<file path="src/core/art_defs.svh">
// Purpose: Offsets, field positions and reset values of the analog regs
// Assumes: Byte addresses on a 32-bit APB bus
// Notes: Converter word offset is a local choice
`ifndef ART_DEFS_SVH
`define ART_DEFS_SVH

`define ART_OFF_CONV 8'h38
`define ART_OFF_RXADC 8'h3c
`define ART_OFF_FRONTEND 8'h40
`define ART_OFF_SYNTH 8'h44
`define ART_OFF_TEST 8'h48

`define ART_REG_RST 32'h0000_0040
`define ART_TEST_RST 32'h0f00_0000
`define ART_CONV_RST 32'h0000_0000

`define ART_REG_MASK 32'h0000_0079
`define ART_TEST_MASK 32'hffc1_ffff
`define ART_CONV_MASK 32'h0000_03ff

`define ART_TRIM_HI 6
`define ART_TRIM_LO 3
`define ART_ON_BIT 0

`define ART_LOAD_TRIM_HI 31
`define ART_LOAD_TRIM_LO 24
`define ART_LOAD_MODE_BIT 23
`define ART_LOAD_ON_BIT 22
`define ART_PAD_HI 16
`define ART_PAD_LO 15
`define ART_VOLT_ON_BIT 14
`define ART_CURR_ON_BIT 13
`define ART_CLK_ON_BIT 12
`define ART_FLAG_ON_BIT 11
`define ART_VPICK_HI 10
`define ART_VPICK_LO 7
`define ART_IPICK_BIT 6
`define ART_CPICK_HI 5
`define ART_CPICK_LO 3
`define ART_FPICK_HI 2
`define ART_FPICK_LO 1
`define ART_SKIP_BIT 0

// Converter word: limit [9:8], trim [7:2], bypass [1], on [0]
`define ART_CLIM_HI 9
`define ART_CLIM_LO 8
`define ART_COUT_HI 7
`define ART_COUT_LO 2
`define ART_CBP_BIT 1
`define ART_CON_BIT 0

`endif

</file>
<file path="src/core/art_pkg.sv">
// Purpose: Types shared by the analog regulator and test register bank
// Assumes: Constants live in art_defs.svh
// Notes: Structs group outputs that travel together
`default_nettype none
package art_pkg;
    typedef enum logic [1:0] {
        ART_PAD_QUIESCENT,
        ART_PAD_TEST,
        ART_PAD_GPIO,
        ART_PAD_UNUSED
    } art_pad_t;

    typedef struct packed {
        logic [3:0] trim;
        logic on;
    } art_ldo_t;

    typedef struct packed {
        logic [7:0] load_trim;
        logic load_const_curr;
        logic load_on;
        art_pad_t pad_route;
        logic volt_on;
        logic curr_on;
        logic clk_on;
        logic flag_on;
        logic [3:0] volt_pick;
        logic curr_pick;
        logic [2:0] clk_pick;
        logic [1:0] flag_pick;
        logic buffer_skip;
    } art_observe_t;

    typedef struct packed {
        logic [1:0] current_limit;
        logic [5:0] out_trim;
        logic bypass;
        logic on;
    } art_conv_t;
endpackage : art_pkg
`default_nettype wire

</file>
<file path="src/core/art_regs.sv">
// Purpose: APB register bank for analog regulator and test controls
// Assumes: Single clock mclk, synchronous active-low reset rst_b
// Notes: Zero wait states; unmapped reads give zero with pslverr
//
// Functional notes
// - ADC regulator trim at bits 6..3, resets to 1000 nominal.
// - ADC regulator enable at bit 0, one on, resets off.
// - Front-end regulator trim at bits 6..3, same codes, reset 1000.
// - Front-end regulator enable at bit 0, one enables.
// - Synth regulator trim at bits 6..3, same trim codes.
// - Synth regulator enable at bit 0, one enables.
// - Test word: bit 23 load mode, bit 22 load enable.
// - Bits 16..15 route test pad: quiescent, pad, GPIO, unused.
// - Bit 14 drives voltage observation mode output.
// - Bit 13 drives current observation mode output.
// - Bit 12 drives clock observation mode output.
// - Bit 11 drives flag observation mode output.
// - Bits 10..7 pick the observed internal voltage.
// - Bit 6 picks the observed internal current.
// - Bits 5..3 pick the observed internal clock.
// - Bits 2..1 pick the observed internal flag.
// - Bit 0 bypasses the voltage observation buffer.
// - Converter trim read-write; software syncs to always-on after.
// - Converter current limit read-write; sync needed before effect.
// - Converter enable and bypass read-write, forwarded to always-on.
//
// Register access over APB was decided locally.
`include "art_defs.svh"
`default_nettype none
module art_regs (
    // Clock and reset
    input wire logic mclk,
    input wire logic rst_b,
    // APB slave
    input wire logic psel,
    input wire logic penable,
    input wire logic pwrite,
    input wire logic [7:0] paddr,
    input wire logic [31:0] pwdata,
    input wire logic [3:0] pstrb,
    output logic [31:0] prdata,
    output logic pready,
    output logic pslverr,
    // Analog controls
    output art_pkg::art_ldo_t rx_adc_ldo,
    output art_pkg::art_ldo_t frontend_ldo,
    output art_pkg::art_ldo_t synth_ldo,
    output art_pkg::art_observe_t observe,
    output art_pkg::art_conv_t converter
);
    import art_pkg::*;

    logic [31:0] conv_reg;
    logic [31:0] rx_adc_reg;
    logic [31:0] frontend_reg;
    logic [31:0] synth_reg;
    logic [31:0] test_reg;
    logic setup;
    logic wr_en;
    logic hit;
    logic [31:0] rd_next;

    // Byte-lane merge keeping only implemented bits
    function automatic logic [31:0] merge(input logic [31:0] old,
                                          input logic [31:0] wd,
                                          input logic [3:0] strb,
                                          input logic [31:0] mask);
        logic [31:0] lanes;
        lanes = {{8{strb[3]}}, {8{strb[2]}}, {8{strb[1]}}, {8{strb[0]}}};
        merge = ((old & ~lanes) | (wd & lanes)) & mask;
    endfunction : merge

    // Decode in setup; a write lands at the edge that samples pready high
    assign setup = psel & ~penable;
    assign wr_en = psel & penable & pready & pwrite;
    always_comb begin
        hit = 1'b1;
        rd_next = 32'h0000_0000;
        unique case (paddr)
            `ART_OFF_CONV: rd_next = conv_reg;
            `ART_OFF_RXADC: rd_next = rx_adc_reg;
            `ART_OFF_FRONTEND: rd_next = frontend_reg;
            `ART_OFF_SYNTH: rd_next = synth_reg;
            `ART_OFF_TEST: rd_next = test_reg;
            default: hit = 1'b0;
        endcase
    end

    // Converter word, values forwarded to always-on domain
    always_ff @(posedge mclk) begin
        if (!rst_b) begin
            conv_reg <= `ART_CONV_RST;
        end else if (wr_en && paddr == `ART_OFF_CONV) begin
            conv_reg <= merge(conv_reg, pwdata, pstrb,
                              `ART_CONV_MASK);
        end
    end

    // Receive ADC regulator word
    always_ff @(posedge mclk) begin
        if (!rst_b) begin
            rx_adc_reg <= `ART_REG_RST;
        end else if (wr_en && paddr == `ART_OFF_RXADC) begin
            rx_adc_reg <= merge(rx_adc_reg, pwdata, pstrb,
                                `ART_REG_MASK);
        end
    end

    // Front-end regulator word
    always_ff @(posedge mclk) begin
        if (!rst_b) begin
            frontend_reg <= `ART_REG_RST;
        end else if (wr_en && paddr == `ART_OFF_FRONTEND) begin
            frontend_reg <= merge(frontend_reg, pwdata, pstrb,
                                  `ART_REG_MASK);
        end
    end

    // Synthesizer regulator word
    always_ff @(posedge mclk) begin
        if (!rst_b) begin
            synth_reg <= `ART_REG_RST;
        end else if (wr_en && paddr == `ART_OFF_SYNTH) begin
            synth_reg <= merge(synth_reg, pwdata, pstrb,
                               `ART_REG_MASK);
        end
    end

    // Test observation word
    always_ff @(posedge mclk) begin
        if (!rst_b) begin
            test_reg <= `ART_TEST_RST;
        end else if (wr_en && paddr == `ART_OFF_TEST) begin
            test_reg <= merge(test_reg, pwdata, pstrb,
                              `ART_TEST_MASK);
        end
    end

    // APB answer registered in the setup cycle, ready in access
    always_ff @(posedge mclk) begin
        if (!rst_b) begin
            prdata <= 32'h0000_0000;
            pready <= 1'b0;
            pslverr <= 1'b0;
        end else begin
            pready <= setup;
            pslverr <= setup & ~hit;
            prdata <= (setup && !pwrite) ? rd_next : 32'h0000_0000;
        end
    end

    // Regulator outputs taken straight from the register flops
    assign rx_adc_ldo = {rx_adc_reg[`ART_TRIM_HI:`ART_TRIM_LO],
                         rx_adc_reg[`ART_ON_BIT]};
    assign frontend_ldo = {frontend_reg[`ART_TRIM_HI:`ART_TRIM_LO],
                           frontend_reg[`ART_ON_BIT]};
    assign synth_ldo = {synth_reg[`ART_TRIM_HI:`ART_TRIM_LO],
                        synth_reg[`ART_ON_BIT]};

    // Observation outputs: load bits, pad route, modes, picks, bypass
    assign observe = {test_reg[`ART_LOAD_TRIM_HI:`ART_LOAD_TRIM_LO],
                      test_reg[`ART_LOAD_MODE_BIT],
                      test_reg[`ART_LOAD_ON_BIT],
                      test_reg[`ART_PAD_HI:`ART_PAD_LO],
                      test_reg[`ART_VOLT_ON_BIT],
                      test_reg[`ART_CURR_ON_BIT],
                      test_reg[`ART_CLK_ON_BIT],
                      test_reg[`ART_FLAG_ON_BIT],
                      test_reg[`ART_VPICK_HI:`ART_VPICK_LO],
                      test_reg[`ART_IPICK_BIT],
                      test_reg[`ART_CPICK_HI:`ART_CPICK_LO],
                      test_reg[`ART_FPICK_HI:`ART_FPICK_LO],
                      test_reg[`ART_SKIP_BIT]};

    // Converter outputs to the always-on domain
    assign converter = {conv_reg[`ART_CLIM_HI:`ART_CLIM_LO],
                        conv_reg[`ART_COUT_HI:`ART_COUT_LO],
                        conv_reg[`ART_CBP_BIT],
                        conv_reg[`ART_CON_BIT]};
endmodule : art_regs
`default_nettype wire

</file>
<file path="config.mk">
export PLATFORM = sky130hd
export DESIGN_NAME = art_regs
export DESIGN_NICKNAME = d
export VERILOG_FILES = /design/src/core/art_pkg.sv /design/src/core/art_regs.sv
export VERILOG_INCLUDE_DIRS = /design/src /design/src/core
export SDC_FILE = /design/constraint.sdc
export NUM_CORES = 1
export LEC_CHECK = 0
export ABC_AREA = 1
export BUFFER_PORTS_ARGS = -buffer_cell sky130_fd_sc_hd__buf_2
export CAP_MARGIN = 20
export CORE_MARGIN = 2
export CORE_UTILIZATION = 51
export DETAILED_ROUTE_END_ITERATION = 16
export PLACE_DENSITY = 0.94
export SLEW_MARGIN = 20
export SYNTH_ARGS = -nofsm -noshare
export SYNTH_HDL_FRONTEND = slang
export SYNTH_SLANG_ARGS = --single-unit
</file>
<file path="constraint.sdc">
create_clock -name mclk -period 3.44 [get_ports mclk]
set_clock_uncertainty 0.05 [all_clocks]
set_input_delay 0.688 -clock mclk [delete_from_list [all_inputs] [get_ports mclk]]
set_output_delay 0.688 -clock mclk [all_outputs]
set_load 0.02 [all_outputs]
</file>
==> reports/results.ini <==
[final_layout]
multi_input_area_mm2 = 0.00147
nFillCells = 541
diodes = 0
layout-drive-gt1-share = 0.313
syn_to_final_growth_pct = 26.0
fin_util = 0.657
seq_area_mm2 = 0.00162
final_cell_mix = nor2_1 (125), buf_2 (124), dfxtp_1 (81), nand2_1 (72), nand3_1 (41)
nets = 604
final_common_cell = nor2_1

[critical_path]
max_stage_delay_ns = 0.29
arrival_ns = 1.98
cp_max_fo = 16
path_cells = buf_2, clkinv_1, nand2_1, nor2_8, nand2_8, nor2_4, nand2_1, nand2_1, nand3_1
critical_path_class = in2reg
cpLargestDelayFamily = simple AND/OR/NAND/NOR gates
slowest_stage = nor2_8
critPathBufInv = 2
r2r-start = pready$_SDFF_PN0_
worst_ep_required_time_ns = 3.60
cp-end-kind = flip-flop
crit_path_frequent_cell = nand2_1
cp-startpoint = paddr[7]
start_kind = input port

[die]
rows = 29
initial_core_util = 0.521
fp.dieH_um = 84.1
die_w_um = 84.1
dieArea_mm2 = 0.00707
io_pins = 135
coreArea_mm2 = 0.00628

[sta]
finalCritPeriodShare = 0.530
maxSlewViolCount = 0
fmax_ghz = 0.548
tns_ns = 0
setup_viol = 0
grt_setup_unrepaired = false
finalHoldViolCount = 0
setup_slack_ns = 1.62
layout_min_cycle_time_ns = 1.82

[cts]
cts_htree_levels = 3
cts_buffers = 9
clock-root-buffer = clkbuf_8
clk_pin_slew_ns = 0.08
clock_sinks = 81
clockBufferDepth = 2
cts_tree = yes
postCtsHoldBufs = 0
post_cts_resize_count = 0
clock_latency_ns = 0.35
cts_setup_buffers = 0

[placement]
gp_congestion = 0.895
dpl.hpwl_um = 6270
port-buffer-count = 124
place_ws_ns = 1.27

[power_and_ir_drop]
p_seq_frac = 0.546
peakVddDrop_mv = 0.368
power_frac_clock = 0.406
sw_frac_of_total = 0.230
pwr_density_cell_mw_per_mm2 = 417
p_switching_mw = 0.395
p_int_mw = 1.32
combPwrFrac = 0.048
power.leakage_nw = 2.11

[synthesis]
yosysWarnings = 0
synth-async-reset-ratio = 0
syn_inst = 431
yosys_register_bits = 81
yosysUniqueCellTypes = 25
synth_ff_type = dfxtp_1
syn_area_mm2 = 0.00327
synth_edf_count = 0
yosysSeqAreaShare = 0.496
postSynthAreaPerCell_um2 = 7.59

[routing]
vias_per_cell = 5.11
wire_per_inst_um = 13.5
drt-total-wl_um = 8630
antenna_left = 0
drt_iter0_markers = 163
vias = 3252
dr.pass1.iters = 5
drc = 0

[global_routing]
grt_max_degree = 54
antenna_found_initial = 0
grt_pass1_wl_um = 13800
gr-usage-all-layers = 0.242
grt-ovfl-total = 0
grt_pass1_vias = 2986

[run_status]
status = complete, no violations

[job]
drv_cap = 0

[worst_hold_path]
hold_class = reg2reg

[worst register-to-register path, stage by stage, from the launching register on]
cell and delay, ns:
dfxtp_1 0.33, nand3_1 0.09, nor2_2 0.16, nand2_2 0.22
nor2_4 0.27, inv_2 0.14, nor2_1 0.11, nor2_1 0.06
[cell usage after synthesis (4+ instances only)]
library cell,count,area share
nand3_1,41,0.063
buf_2,5,0.0076
nor2_1,125,0.14
nor2_8,4,0.024
nor2_4,5,0.017
buf_4,7,0.016
inv_2,10,0.011
inv_1,12,0.014
clkbuf_1,4,0.0046
nand2_1,72,0.083
nor2_2,7,0.013
nand3b_1,7,0.016
o21ai_0,37,0.057
dfxtp_1,81,0.50
[power by group through the flow]
stage	Sequential, mW	Combinational [mW]	Clock (mW)
2_1_floorplan	0.961	0.0455	0
3_3_place_gp	0.960	0.0794	0
3_5_place_dp	0.960	0.0817	0
4_1_cts	0.938	0.0825	0.704
5_1_grt	0.938	0.0909	0.741
6_report	0.938	0.0829	0.697
[worst paths after layout]
| kind | to | slack [ns] | cells after the start |
|---|---|---|---|
| setup / recovery | flip-flop | 1.62 | 9 |
| hold / removal | prdata[13]$_SDFF_PN0_ | 0.41 | 2 |
| setup reg to reg | flip-flop | 1.89 | 7 |
| hold reg to reg | prdata[13]$_SDFF_PN0_ | 0.41 | 2 |
[stage by stage]
stage	std cells	total power [mW]	hold slack [ns]	instance area, um2
3_5_place_dp	621	1.04	0.390	3920
5_1_grt	637	1.77	0.425	4120
2_1_floorplan	435	1.01	0.473	3290
3_3_place_gp	621	1.04	0.392	3920
6_report	637	1.72	0.407	4120
4_1_cts	637	1.72	0.403	4120
[layout make-up]
type / instances / share of cell area
multi-input combinational: 313 / 0.357
timing repair buffer: 127 / 0.156
sequential: 81 / 0.393
tap: 77 / 0.0234
clock buffer: 10 / 0.0334
inverter: 23 / 0.0209
clock inverter: 6 / 0.0164
[metal layers]
| layer | global-route usage | wire [um] |
|---|---|---|
| met2 | 0.427 | 4210 |
| met5 | 0 | 0 |
| met4 | 0.0953 | 232 |
| met1 | 0.287 | 3520 |
| met3 | 0.0465 | 671 |
[cells by family after synthesis]
group | share of synthesized area
compound gates | 0.0646
buf+inv | 0.0597
flops | 0.496
other cells | 0.00115
simple gates | 0.379
Power figures use the tool's default switching activity.
